**config.mk**
```make
export PLATFORM = sky130hd
export DESIGN_NAME = ocq_qualifier
export DESIGN_NICKNAME = d
export VERILOG_FILES = /design/src/ocq_pkg.sv /design/src/ocq_qualifier.sv
export VERILOG_INCLUDE_DIRS = /design/src
export SDC_FILE = /design/constraint.sdc
export NUM_CORES = 1
export LEC_CHECK = 0
export ABC_AREA = 1
export BUFFER_PORTS_ARGS = -buffer_cell sky130_fd_sc_hd__buf_2
export CAP_MARGIN = 0
export CORE_ASPECT_RATIO = 1.1
export CORE_MARGIN = 1
export CORE_UTILIZATION = 53
export DETAILED_ROUTE_END_ITERATION = 7
export GPL_TIMING_DRIVEN = 0
export PLACE_DENSITY = 0.73
export SLEW_MARGIN = 15
export SYNTH_ARGS = -nofsm -noshare
export SYNTH_HDL_FRONTEND = slang
export SYNTH_SLANG_ARGS = --single-unit
```
**constraint.sdc**
```tcl
create_clock -name clk_sys -period 1.5 [get_ports clk_sys]
set_input_delay 0.225 -clock clk_sys [delete_from_list [all_inputs] [get_ports clk_sys]]
set_output_delay 0.225 -clock clk_sys [all_outputs]
set_load 0.005 [all_outputs]
```
**src/ocq_map.svh**
```systemverilog
// constants of the overcurrent alert qualifier: timing, counts and strap codes
// assumes a 100 ns system clock; included by the package and the design
`ifndef OCQ_MAP_SVH
`define OCQ_MAP_SVH

// =====================================
// timing
`define OCQ_CLK_PERIOD_NS 100
`define OCQ_WINDOW_NS 10000
`define OCQ_CLEAR_LOW_NS 20000
`define OCQ_WINDOW_CYC ((`OCQ_WINDOW_NS) / (`OCQ_CLK_PERIOD_NS))
`define OCQ_CLEAR_LOW_CYC (((`OCQ_CLEAR_LOW_NS) + (`OCQ_CLK_PERIOD_NS) - 1) / (`OCQ_CLK_PERIOD_NS))

// =====================================
// consecutive over-limit windows per response setting
`define OCQ_WINS_10US 4'h1
`define OCQ_WINS_50US 4'h5
`define OCQ_WINS_100US 4'ha

// =====================================
// three-level strap codes as delivered by the level detector
`define OCQ_STRAP_FLOAT 2'h0
`define OCQ_STRAP_GND 2'h1
`define OCQ_STRAP_SUPPLY 2'h2

// band select codes towards the analog comparator
`define OCQ_BAND_2MV 2'h0
`define OCQ_BAND_4MV 2'h1
`define OCQ_BAND_8MV 2'h2

`endif

```
**src/ocq_pkg.sv**
```systemverilog
// types of the overcurrent alert qualifier
// assumes ocq_map.svh is on the include path
`include "ocq_map.svh"

package ocq_pkg;

  // =====================================
  // decoded strap level
  typedef enum logic [1:0] {
    OCQ_LVL_FLOAT = 2'h0,
    OCQ_LVL_GND = 2'h1,
    OCQ_LVL_SUPPLY = 2'h2
  } ocq_level_t;

  // =====================================
  // output state
  typedef enum logic [0:0] {
    OCQ_RELEASED = 1'h0,
    OCQ_ASSERTED = 1'h1
  } ocq_state_t;

endpackage : ocq_pkg

```
**src/ocq_qualifier.sv**
```systemverilog
// digital qualification of an overcurrent comparator with open-drain fault output
// assumes comparator, strap level detectors and the controller pins are asynchronous to clk_sys
`include "ocq_map.svh"

// Overview of operation
// - response strap: float 10 us, ground 50 us, supply 100 us
// - 10 us window runs freely while enabled, disable holds it at zero; no other external control or indication
// - each window end gives one over-limit verdict from averaged input
// - latency varies by up to one window, crossing is unsynchronised
// - 10 us setting asserts fault at end of first over-limit window
// - 50 us setting needs five consecutive over-limit windows
// - latency grows by 40 us and 90 us for longer settings
// - hysteresis strap: float 2 mV, ground 4 mV, supply 8 mV
// - fault output active low open drain, released otherwise
// - mode low selects transparent output following qualified state
// - transparent mode releases after input below trip for 10 us
// - 100 us setting needs ten consecutive over-limit windows
// - any under-limit window resets the consecutive counter
// - held mode keeps fault; cleared by mode low 20 us if input below
// - disable resets the consecutive counter, restarts on re-enable
module ocq_qualifier (
  input wire logic clk_sys,
  input wire logic rstn,
  input wire logic enable,
  input wire logic held_mode,
  input wire logic sense_over,
  input wire logic [1:0] response_strap,
  input wire logic [1:0] band_strap,
  output logic [1:0] band_width_select,
  output logic alert_n_out,
  output logic alert_n_oe,
  output ocq_pkg::ocq_level_t response_level
);
  import ocq_pkg::*;

  localparam logic [6:0] WIN_LAST = 7'(`OCQ_WINDOW_CYC - 1);
  localparam logic [6:0] WIN_HALF = 7'(`OCQ_WINDOW_CYC / 2);
  localparam logic [7:0] CLR_CYC = 8'(`OCQ_CLEAR_LOW_CYC);

  // =====================================
  // pin synchronisers
  logic [5:0] sync1_ff;
  logic [5:0] sync2_ff;
  // no reset here: the straps must already be through both stages when reset lifts
  always_ff @(posedge clk_sys) begin
    sync1_ff <= {band_strap, response_strap, held_mode, enable};
    sync2_ff <= sync1_ff;
  end
  logic en_s;
  logic held_s;
  assign en_s = sync2_ff[0];
  assign held_s = sync2_ff[1];

  // =====================================
  // straps caught once after reset release
  logic strap_done_ff;
  logic [1:0] resp_strap_ff;
  logic [1:0] band_strap_ff;
  always_ff @(posedge clk_sys) begin
    if (!rstn) begin
      strap_done_ff <= 1'b0;
      resp_strap_ff <= `OCQ_STRAP_FLOAT;
      band_strap_ff <= `OCQ_STRAP_FLOAT;
    end else if (!strap_done_ff) begin
      strap_done_ff <= 1'b1;
      resp_strap_ff <= sync2_ff[3:2];
      band_strap_ff <= sync2_ff[5:4];
    end
  end

  logic [3:0] wins_needed;
  always_comb begin
    if (resp_strap_ff == `OCQ_STRAP_GND) begin
      wins_needed = `OCQ_WINS_50US;
      response_level = OCQ_LVL_GND;
    end else if (resp_strap_ff == `OCQ_STRAP_SUPPLY) begin
      wins_needed = `OCQ_WINS_100US;
      response_level = OCQ_LVL_SUPPLY;
    end else begin
      wins_needed = `OCQ_WINS_10US;
      response_level = OCQ_LVL_FLOAT;
    end
  end

  always_ff @(posedge clk_sys) begin
    if (!rstn) begin
      band_width_select <= `OCQ_BAND_2MV;
    end else if (band_strap_ff == `OCQ_STRAP_GND) begin
      band_width_select <= `OCQ_BAND_4MV;
    end else if (band_strap_ff == `OCQ_STRAP_SUPPLY) begin
      band_width_select <= `OCQ_BAND_8MV;
    end else begin
      band_width_select <= `OCQ_BAND_2MV;
    end
  end

  // =====================================
  // free-running comparison window
  // not aligned to the input, so latency spreads over one window
  logic [6:0] win_cnt_ff;
  logic win_end;
  assign win_end = en_s && (win_cnt_ff == WIN_LAST);
  always_ff @(posedge clk_sys) begin
    if (!rstn || !en_s) begin
      win_cnt_ff <= 7'h0;
    end else if (win_cnt_ff == WIN_LAST) begin
      win_cnt_ff <= 7'h0;
    end else begin
      win_cnt_ff <= win_cnt_ff + 7'h1;
    end
  end

  // averaging: count over samples, majority of the window means over
  logic sense1_ff;
  logic sense2_ff;
  always_ff @(posedge clk_sys) begin
    if (!rstn) begin
      sense1_ff <= 1'b0;
      sense2_ff <= 1'b0;
    end else begin
      sense1_ff <= sense_over;
      sense2_ff <= sense1_ff;
    end
  end

  logic [6:0] over_cnt_ff;
  logic [6:0] over_total;
  logic win_over;
  assign over_total = over_cnt_ff + {6'h0, sense2_ff};
  assign win_over = over_total > WIN_HALF;

  always_ff @(posedge clk_sys) begin
    if (!rstn || !en_s || win_end) begin
      over_cnt_ff <= 7'h0;
    end else if (sense2_ff) begin
      over_cnt_ff <= over_cnt_ff + 7'h1;
    end
  end

  // =====================================
  // consecutive over-limit windows
  logic [3:0] cons_ff;
  logic qualified;
  assign qualified = win_end && win_over && ((cons_ff + 4'h1) >= wins_needed);
  always_ff @(posedge clk_sys) begin
    if (!rstn || !en_s) begin
      cons_ff <= 4'h0;
    end else if (win_end && !win_over) begin
      cons_ff <= 4'h0;
    end else if (win_end && cons_ff < wins_needed) begin
      cons_ff <= cons_ff + 4'h1;
    end
  end

  // =====================================
  // mode low time for clearing a held fault
  logic [7:0] low_cnt_ff;
  logic clear_ok;
  assign clear_ok = (low_cnt_ff >= CLR_CYC);
  always_ff @(posedge clk_sys) begin
    if (!rstn || held_s) begin
      low_cnt_ff <= 8'h0;
    end else if (!clear_ok) begin
      low_cnt_ff <= low_cnt_ff + 8'h1;
    end
  end

  // =====================================
  // fault state and open-drain output
  ocq_state_t state_ff;
  always_ff @(posedge clk_sys) begin
    if (!rstn || !en_s) begin
      state_ff <= OCQ_RELEASED;
    end else begin
      case (state_ff)
        OCQ_RELEASED: begin
          if (qualified) begin
            state_ff <= OCQ_ASSERTED;
          end
        end
        OCQ_ASSERTED: begin
          // held mode never releases; low mode needs 20 us low before it follows
          if (win_end && !win_over && !held_s && clear_ok) begin
            state_ff <= OCQ_RELEASED;
          end
        end
        default: begin
          state_ff <= OCQ_RELEASED;
        end
      endcase
    end
  end

  assign alert_n_out = 1'b0;
  assign alert_n_oe = (state_ff == OCQ_ASSERTED);
endmodule : ocq_qualifier

```
==> impl_metrics.yaml, run 1 <==
hold_path:
  hp-class: "in2reg"
  min_delay_worst_endpoint: "sync1_ff[2]$_DFF_P_"
  min_path_cells: 1
  timing.hold.worst.start: "response_strap[0]"
detailed_routing:
  drt.antenna.violating_nets: 0
  wl_per_cell_um: 9.73
  drt_iter0_drc: 60
  detailroute.via_count: 1574
  drt_pre_antenna_iters: 4
  vias_per_inst: 4.60
  wirelength_um: 3330
  drc_errors: 0
status:
  run_status: "complete, but fails checks"
  violations: "setup timing"
logic_synthesis:
  synth_nets: 286
  syn_inst: 262
  async_s_r_ff_share_synth_pct: 0
  synthAdderAreaFrac_pct: 9.02
  synth_xor_xnor_area_share_pct: 3.37
  synth_cell_type_count: 28
  synth_area_leader_cell: "dfxtp_1"
  synth_area_leaders: "dfxtp_1 46%, ha_1 9.0%, nand2_1 8.8%"
  fraction_of_the_mapped_netlist_area_in_compound_gates_pct: 9.92
  synth.ff_latch_count: 48
  synthMuxAreaShare_pct: 0
  sequential_fraction_of_the_synthesis_area_pct: 46.2
  netlist_top_cells_count: "49 x nand2_1, 48 x dfxtp_1, 40 x inv_1, 31 x nor2_1, 18 x a21oi_1"
  synth_most_common_cell: "nand2_1"
  synth_simple_gate_area_share_pct: 23.0
  synth_top_family_by_area: "simple AND/OR/NAND/NOR gates"
  synth_edf_count: 0
  synth_area_per_cell_um2: 7.94
  synth_ff_type: "dfxtp_1"
  mappedNetlistArea_um2: 2080
  yosysWarnings: 0
  netlist.area_leader.share_pct: 46.2
sta:
  hold_viol: 0
  unrepaired_setup_endpoints_after_global_routing: "yes"
  finalCritPeriodShare_pct: 108
  skew_ns: 0.00554
  timing.final.max_slew_violations: 0
  finalWorstSetupSlack_ns: -0.117
  final.hold.worst_slack_ns: 0.0309
  fmax_mhz: 619
  finalSetupTns_ns: -0.523
  final-setup-viol-count: 5
  post_layout_minimum_cycle_time_ns: 1.62
critical_path:
  crit_chain: "inv_2 > nor2_4 > inv_4 > ha_4 > a21o_1 > a31oi_2 > nand2_2 > inv_2 > nand2_1 > a21oi_2"
  timing.reg2reg.worst_path_depth: 10
  rrSetupSlack_ns: -0.12
  regToRegStartpoint: "resp_strap_ff[1]$_SDFFE_PN0N_"
  critical-path-max-stage-delay_ns: 0.33
  r2r_end: "cons_ff[1]$_SDFFE_PP0P_"
  arrival_time_worst_endpoint_ns: 1.84
  cp_slowest_cell: "dfxtp_2"
  cp_num_buf_inv: 3
  worstSetupEndpointType: "flop"
  type_of_the_worst_setup_path: "reg2reg"
  worst_ep_required_time_ns: 1.72
  crit_path_max_fanout: 5
  worst_path_dominant_cell_family: "compound AO/OA/AOI/OAI gates"
  path_common_cell: "inv_2"
  worstSetupStartpointType: "flop"
  crit_start: "resp_strap_ff[1]$_SDFFE_PN0N_"
clock_network:
  cts-htree-levels: 2
  cts_tree: "yes"
  cts_made_buffers: 5
  clk_pin_slew_ns: 0.08
  cts_sinks: 48
  ctsLongestPathBuffers: 2
  clk_latency_ns: 0.29
  clk_root_buffer_cell: "clkbuf_8"
cells_and_area:
  final_net_count: 315
  filler_cell_count: 304
  multi_input_comb_area_um2: 1040
  n_antenna_cell: 0
  area_delta_synth_final_pct: 19.2
  post_route_cells_drive_above_1_share_pct: 23.6
  final_util_pct: 66.8
  layout.area.seq_um2: 971
run:
  drv.max_cap_violation_count: 0
floorplanning:
  io-pin-count: 15
  placement_rows: 23
  floorplan_core_area_um2: 3710
  initial_util_pct: 56.0
  total_die_area_um2: 4180
  floorplan.die.width_um: 61.7
  floorplan.die.height_um: 67.7
pwr:
  totalPowerFinal_uw: 2240
  total_leakage_power_uw: 0.00116
  power.density_cell_area_nw_per_um2: 901
  worst_ir_drop_vdd_mv: 0.894
global_routing:
  grt_pass1_vias: 1405
  grt.total_usage_pct: 18.4
  grt_max_degree: 15
  grt_overflow_total: 0
  grt_antenna_before_repair: 0
  global_route_wire_length_before_repair_um: 5660
placement:
  hpwlAfterDp_um: 2360
  io_buffers: 13
  detailedPlace.worstSlack_ns: -0.159
  place_congestion: 0.778
[power by group]
| part | switching (µW) | total [µW] | internal, µW |
|---|---|---|---|
| clock | 395 | 770 | 375 |
| sequential | 18.7 | 1330 | 1310 |
| combinational | 71.0 | 137 | 66.0 |
| total | 485 | 2240 | 1750 |
[through the flow]
stage / instance area [µm²] / std cells
after floorplan: 2100 / 262
after global placement: 2230 / 325
after detailed placement: 2230 / 325
after CTS: 2430 / 339
after global routing: 2480 / 342
final: 2480 / 342
[cell families (layout without fill, tap and decap cells)]
family,count (synthesis),in the layout
flops,48,48
simple gates,108,108
buf+inv,45,75
xor+xnor,8,8
other cells,1,1
fa+ha+maj,15,15
compound gates,37,37
[worst register-to-register path, cell delays in order (launching register included)]
cell and delay, ns:
dfxtp_2 0.33, inv_2 0.05, nor2_4 0.14, inv_4 0.07, ha_4 0.22, a21o_1 0.17
a31oi_2 0.18, nand2_2 0.12, inv_2 0.10, nand2_1 0.07, a21oi_2 0.11
[how the worst max path moves through the flow]
stage                              end  cells after the start  slack, ns
2_1_floorplan  cons_ff[3]$_SDFFE_PP0P_                     10       0.03
3_3_place_gp     alert_n_oe$_SDFF_PP0_                     10      -0.13
3_5_place_dp     alert_n_oe$_SDFF_PP0_                     10      -0.16
4_1_cts          alert_n_oe$_SDFF_PP0_                     13      -0.08
5_1_grt        cons_ff[3]$_SDFFE_PP0P_                     11      -0.24
6_report       cons_ff[1]$_SDFFE_PP0P_                     10      -0.12
[placed cells by master, fill, tap and decap left out, types with 3 or more instances in the layout]
master	synthesis	layout
clkbuf_8	0	6
inv_1	40	37
nand2_1	49	47
a21oi_1	18	15
nor2_2	1	3
dfxtp_1	48	42
ha_4	0	4
nand2_2	4	6
o21ai_0	12	12
nor2_1	31	28
a21oi_2	0	3
buf_2	1	14
dfxtp_2	0	5
xor2_1	6	5
nand3_1	11	11
nor3_1	6	6
inv_2	3	5
ha_1	15	10
buf_4	1	9
[routing by layer]
| metal | wire, µm | GRT usage (%) | vias up |
|---|---|---|---|
| met2 | 1560 | 30.4 | 19 |
| met3 | 76 | 3.45 | 4 |
| met5 | 0 | 0 | - |
| li1 | - | - | 876 |
| met1 | 1640 | 23.1 | 675 |
| met4 | 49 | 8.33 | 0 |
[layout make-up]
cell class	instances	share of cell area, %
plain buffers	2	0.504
clock buffers	7	3.48
multi-input cells	169	42.0
clock inverters	1	0.303
well taps	50	2.52
repair buffers	22	5.50
inverters	43	6.61
flip-flops and latches	48	39.1
[what timing repair did]
action / CTS / global route
pin swaps: 16 / 14
gates resized for setup: 12 / 11
buffers inserted: 6 / 3
hold buffers: 0 / 0
setup endpoints to repair: 15 / 18
[sequential cells by signal (all words and copies together), names as in the netlist, 2 cells and up]
name / count
band_strap_ff: 2
band_width_select: 2
cons_ff: 4
low_cnt_ff: 8
over_cnt_ff: 7
resp_strap_ff: 2
sync1_ff: 6
sync2_ff: 6
win_cnt_ff: 7
Note: power is estimated with default switching activity, not from simulation.
==> inputs of run 2 (changes only) <==
CORE_UTILIZATION = 58   (was 53)
PLACE_DENSITY = 0.76   (was 0.73)
SKIP_CTS_REPAIR_TIMING = 1   (was not set)
clock period = 1.65 ns   (was 1.5 ns; I/O delays follow)
==> run 2 against run 1 <==
  * The run now ends clean
  * Largest power group unchanged
  * Via count grew 2.4%
  * Flip-flop and latch count stayed put
  * Total power is 16% lower
  * Highest routed layer unchanged
  * Design area is 1.7% lower
  * Core utilization rose by 5.2 points
  * Register-to-register slack improved by 0.15 ns
  * Global-route usage grew 1.2 points
  * First-iteration DRC count decreased by 10%
  * Combinational power is 15% lower
  * Die area fell by 8.4%
  * Critical path depth rose by 3
==> impl_metrics.yaml, run 2 (synthesis results as in run 1) <==
status:
  run_status: "finished, final reports clean"
floorplanning:
  io-pin-count: 15
  floorplan_core_area_um2: 3390
  placement_rows: 22
  floorplan.die.height_um: 64.8
  floorplan.die.width_um: 59.1
  initial_util_pct: 61.5
  total_die_area_um2: 3830
critical_path:
  rrSetupSlack_ns: 0.04
  critical-path-max-stage-delay_ns: 0.35
  worstSetupStartpointType: "flop"
  type_of_the_worst_setup_path: "reg2reg"
  worst_path_dominant_cell_family: "simple AND/OR/NAND/NOR gates"
  crit_start: "resp_strap_ff[1]$_SDFFE_PN0N_"
  regToRegStartpoint: "resp_strap_ff[1]$_SDFFE_PN0N_"
  worstSetupEndpointType: "flop"
  crit_chain: "inv_2 > nor2_4 > inv_4 > buf_4 > ha_4 > nand2_1 > nand2_1 > a21oi_2 > o21bai_1 > nand3_1 > nand2_1 > nand2_1 > inv_1"
  arrival_time_worst_endpoint_ns: 1.90
  cp_num_buf_inv: 4
  path_common_cell: "nand2_1"
  timing.reg2reg.worst_path_depth: 13
  worst_ep_required_time_ns: 1.94
  crit_path_max_fanout: 6
  r2r_end: "alert_n_oe$_SDFF_PP0_"
  cp_slowest_cell: "dfxtp_2"
detailed_routing:
  drt_iter0_drc: 54
  drt.antenna.violating_nets: 0
  wirelength_um: 3370
  wl_per_cell_um: 9.90
  drt_pre_antenna_iters: 4
  detailroute.via_count: 1612
  drc_errors: 0
  vias_per_inst: 4.74
cells_and_area:
  layout.cells.most_common: "nand2_1"
  largest_register: "low_cnt_ff"
  n_antenna_cell: 0
  top_flop_regs: "low_cnt_ff: 8 flops, over_cnt_ff: 7 flops, win_cnt_ff: 7 flops"
  final_area_um2: 2440
  filler_cell_count: 277
  post_route_cells_drive_above_1_share_pct: 19.9
  final_util_pct: 72.1
  largest_register_ffs: 8
  layout_common_cells: "48 x nand2_1, 43 x dfxtp_1, 37 x inv_1, 29 x nor2_1"
  area_delta_synth_final_pct: 17.3
  final_net_count: 315
sta:
  final-setup-viol-count: 0
  final.hold.worst_slack_ns: 0.0630
  skew_ns: 0.00881
  fmax_mhz: 620
  finalCritPeriodShare_pct: 97.8
  timing.final.max_slew_violations: 0
  unrepaired_setup_endpoints_after_global_routing: "yes"
  post_layout_minimum_cycle_time_ns: 1.61
  hold_viol: 0
clock_network:
  cts_sinks: 48
  ctsLongestPathBuffers: 2
  cts_made_buffers: 5
  clk_root_buffer_cell: "clkbuf_4"
  clk_pin_slew_ns: 0.14
  cts_tree: "yes"
  clk_latency_ns: 0.36
  cts-htree-levels: 2
hold_path:
  min_path_cells: 3
  min_delay_worst_endpoint: "sense1_ff$_SDFF_PN0_"
  hp-class: "in2reg"
  timing.hold.worst.start: "sense_over"
global_routing:
  grt_max_degree: 17
  global_route_wire_length_before_repair_um: 5660
  grt_antenna_before_repair: 0
  grt_overflow_total: 0
  grt_pass1_vias: 1451
  grt.total_usage_pct: 19.7
placement:
  place_congestion: 0.799
  placed_area_um2: 2210
  hpwlAfterDp_um: 2430
  io_buffers: 13
pwr:
  worst_ir_drop_vdd_mv: 0.742
  power.density_cell_area_nw_per_um2: 769
  totalPowerFinal_uw: 1880
  total_leakage_power_uw: 0.00115
run:
  drv.max_cap_violation_count: 0
-- run 2: cell count changes in the layout (fill, tap and decap cells not counted), moves of 2 or more --
cell | before | now
dlygate4sd3_1 | 0 | 7
buf_4 | 9 | 3
clkbuf_8 | 6 | 0
clkbuf_4 | 0 | 5
ha_1 | 10 | 12
nand2_2 | 6 | 4
-- run 2: metrics by stage --
| step | worst slack (ns) | cells | TNS [ns] |
|---|---|---|---|
| 2_1_floorplan | 0.0338 | 262 | 0 |
| 3_3_place_gp | -0.142 | 323 | -0.557 |
| 3_5_place_dp | -0.168 | 323 | -0.670 |
| 4_1_cts | -0.212 | 331 | -0.859 |
| 5_1_grt | -0.0441 | 340 | -0.181 |
| 6_report | 0.0358 | 340 | 0 |
-- run 2: worst max-delay path by stage --
stage,to,slack (ns),depth (start not counted)
after floorplan,cons_ff[0]$_SDFFE_PP0P_,0.03,10
after global placement,cons_ff[0]$_SDFFE_PP0P_,-0.14,10
after detailed placement,cons_ff[1]$_SDFFE_PP0P_,-0.17,10
after CTS,cons_ff[1]$_SDFFE_PP0P_,-0.21,10
after global routing,alert_n_oe$_SDFF_PP0_,-0.04,13
final,alert_n_oe$_SDFF_PP0_,0.04,13
-- run 2: layout make-up --
type	instances	area, µm²	area share (%)
Buffer	2	12.5	0.513
Inverter	43	164	6.72
Sequential cell	48	970	39.7
Tap cell	48	60.1	2.46
Clock inverter	3	22.5	0.923
Clock buffer	5	37.5	1.54
Multi-Input combinational cell	169	1020	41.9
Timing Repair Buffer	22	150	6.15
-- run 2: per-layer routing --
layer  GRT usage [%]  wire length, µm  up-vias
met5               0                0        -
met4            10.7               61        0
met3            3.59               65        5
met2            33.4             1680       17
met1            23.1             1560      711
li1                -                -      879
-- run 2: worst register-to-register path, stage by stage, from the launching register on --
cell	delay, ns
dfxtp_2	0.35
inv_2	0.05
nor2_4	0.15
inv_4	0.08
buf_4	0.14
ha_4	0.22
nand2_1	0.06
nand2_1	0.06
a21oi_2	0.14
o21bai_1	0.08
nand3_1	0.08
nand2_1	0.05
nand2_1	0.05
inv_1	0.03
-- run 2: power breakdown --
group / internal, µW / switching (µW) / total [µW]
clock network: 172 / 378 / 551
registers: 1190 / 17.7 / 1210
logic: 54.2 / 61.8 / 116
==> inputs of run 3 (changes only) <==
CORE_ASPECT_RATIO = not set   (was 1.1)
CORE_UTILIZATION = 40   (was 58)
PLACE_DENSITY = 0.56   (was 0.76)
==> run 3 against run 2 <==
  * Critical path type unchanged
  * Critical path depth decreased by 3
  * Clock-buffer cell count unchanged
  * Largest power group unchanged
  * Sequential share of layout area is essentially flat
  * Global-route usage down 5.9 points
  * Design area fell by 0.36%
  * Highest routed layer unchanged
  * Sequential power about the same
  * Flip-flop and latch count unchanged
  * Non-clock buffer count down 6
  * Hold slack lost 0.020 ns
  * Critical endpoint is now cons_ff[0]$_SDFFE_PP0P_
  * Clock skew shrank 0.0028 ns
  * First-iteration DRC count rose by 28%
==> impl_metrics.yaml, run 3 (synthesis results as in run 1) <==
sta:
  post_layout_minimum_cycle_time_ns: 1.64
  timing.final.max_slew_violations: 0
  unrepaired_setup_endpoints_after_global_routing: "yes"
  hold_viol: 0
  final-setup-viol-count: 0
  skew_ns: 0.00604
  finalCritPeriodShare_pct: 99.2
  finalSetupTns_ns: 0
  fmax_mhz: 611
cells_and_area:
  layout_common_cells: "48 x nand2_1, 43 x dfxtp_1, 38 x inv_1, 29 x nor2_1, 15 x a21oi_1"
  layout.cells.most_common: "nand2_1"
  largest_register: "low_cnt_ff"
  top_flop_regs: "low_cnt_ff: 8 flops, over_cnt_ff: 7 flops, win_cnt_ff: 7 flops"
  final_net_count: 309
  post_route_non_filler_standard_cell_count: 353
  n_antenna_cell: 0
  final_area_um2: 2430
  area_delta_synth_final_pct: 16.8
  post_route_cells_drive_above_1_share_pct: 19.6
  largest_register_ffs: 8
clock_network:
  cts_sinks: 48
  cts_made_buffers: 5
  ctsLongestPathBuffers: 2
  cts_tree: "yes"
  cts-htree-levels: 2
  clk_pin_slew_ns: 0.09
  clk_latency_ns: 0.30
  clk_root_buffer_cell: "clkbuf_8"
critical_path:
  regToRegStartpoint: "resp_strap_ff[1]$_SDFFE_PN0N_"
  rrSetupSlack_ns: 0.01
  cp_slowest_cell: "dfxtp_2"
  crit_path_max_fanout: 6
  timing.reg2reg.worst_path_depth: 10
  cp-endpoint: "cons_ff[0]$_SDFFE_PP0P_"
  arrival_time_worst_endpoint_ns: 1.87
  crit_start: "resp_strap_ff[1]$_SDFFE_PN0N_"
  type_of_the_worst_setup_path: "reg2reg"
  worstSetupStartpointType: "flop"
  cp_num_buf_inv: 3
  crit_chain: "inv_2 > nor2_4 > inv_4 > ha_4 > a21o_1 > a31oi_2 > nand2_2 > inv_2 > nand2_1 > a21oi_1"
  worst_path_dominant_cell_family: "compound AO/OA/AOI/OAI gates"
  r2r_end: "cons_ff[0]$_SDFFE_PP0P_"
  cp.depth: 10
  critical-path-max-stage-delay_ns: 0.33
  worstSetupEndpointType: "flop"
  path_common_cell: "inv_2"
  worst_ep_required_time_ns: 1.88
floorplanning:
  io-pin-count: 15
  floorplan.die.height_um: 74.1
  total_die_area_um2: 5490
  floorplan_core_area_um2: 4850
  floorplan.die.width_um: 74.1
  placement_rows: 25
  initial_util_pct: 42.9
placement:
  hpwlAfterDp_um: 2460
  place_congestion: 0.729
  place_inst: 342
  io_buffers: 13
  placed_area_um2: 2230
detailed_routing:
  wirelength_um: 3370
  drc_errors: 0
  detailroute.via_count: 1567
  drt_iter0_drc: 69
  drt.antenna.violating_nets: 0
  wl_per_cell_um: 9.54
  vias_per_inst: 4.44
  drt_pre_antenna_iters: 4
status:
  run_status: "finished, final reports clean"
pwr:
  worst_ir_drop_vdd_mv: 0.615
  netSwitchingFraction_pct: 22.1
  comb_power_share_pct: 4.7
  net-switching-power_uw: 480
  share_seq_of_total_power_pct: 55.7
  totalPowerFinal_uw: 2170
  power.density_cell_area_nw_per_um2: 893
  total_leakage_power_uw: 0.00115
  intPower_uw: 1690
  clock_power_share_pct: 39.6
global_routing:
  grt_antenna_before_repair: 0
  grt_max_degree: 17
  global_route_wire_length_before_repair_um: 5740
  grt.total_usage_pct: 13.7
  grt_pass1_vias: 1351
  grt_overflow_total: 0
hold_path:
  hp-class: "in2reg"
run:
  drv.max_cap_violation_count: 0
-- run 3: final cells by class --
type                            count  area (µm²)
Tap cell                           67        83.8
Clock buffer                        5        68.8
Multi-Input combinational cell    169        1000
Clock inverter                      3        46.3
Inverter                           43         164
Timing Repair Buffer               16        87.6
Sequential cell                    48         967
Buffer                              2        12.5
Fill cell                         476        2420
-- run 3: worst min path at each step --
stage                   startpoint                     to  slack [ns]  cells past startpoint
2_1_floorplan                 rstn  strap_done_ff$_DFF_P_        0.28                      0
3_3_place_gp   sync1_ff[4]$_DFF_P_    sync2_ff[4]$_DFF_P_        0.31                      0
3_5_place_dp   sync1_ff[2]$_DFF_P_    sync2_ff[2]$_DFF_P_        0.31                      0
4_1_cts          response_strap[0]    sync1_ff[2]$_DFF_P_        0.03                      1
5_1_grt              band_strap[0]    sync1_ff[4]$_DFF_P_        0.02                      1
6_report         response_strap[0]    sync1_ff[2]$_DFF_P_        0.04                      1
-- run 3: metal layers --
| metal | GRT usage [%] | vias up | wire length [µm] |
|---|---|---|---|
| met4 | 6.41 | 0 | 29 |
| met3 | 3.66 | 2 | 120 |
| li1 | - | 871 | - |
| met5 | 0 | - | 0 |
| met1 | 18.4 | 672 | 1750 |
| met2 | 20.7 | 22 | 1460 |
-- run 3: worst reg2reg max path: cells and delay by family, from the launching register on --
kind,cells,cell delay (ns)
compound gates,3,0.46
fa+ha+maj,1,0.25
buf+inv,3,0.23
flops,1,0.33
simple gates,3,0.30
-- run 3: per-stage QoR --
step | setup slack [ns] | hold WS (ns) | utilization, %
2_1_floorplan | 0.0338 | 0.275 | -
3_3_place_gp | -0.195 | 0.311 | 46.0
3_5_place_dp | -0.203 | 0.312 | 46.0
4_1_cts | -0.228 | 0.0306 | 48.4
5_1_grt | -0.128 | 0.0219 | 50.1
6_report | 0.0127 | 0.0429 | 50.1
-- run 3: power groups by stage --
stage	sequential, µW	combinational, µW	clock (µW)
after global placement	1230	88.1	0
after floorplan	1230	59.9	0
after global routing	1210	118	932
after CTS	1210	89.7	892
final	1210	102	861
after detailed placement	1240	89.2	0
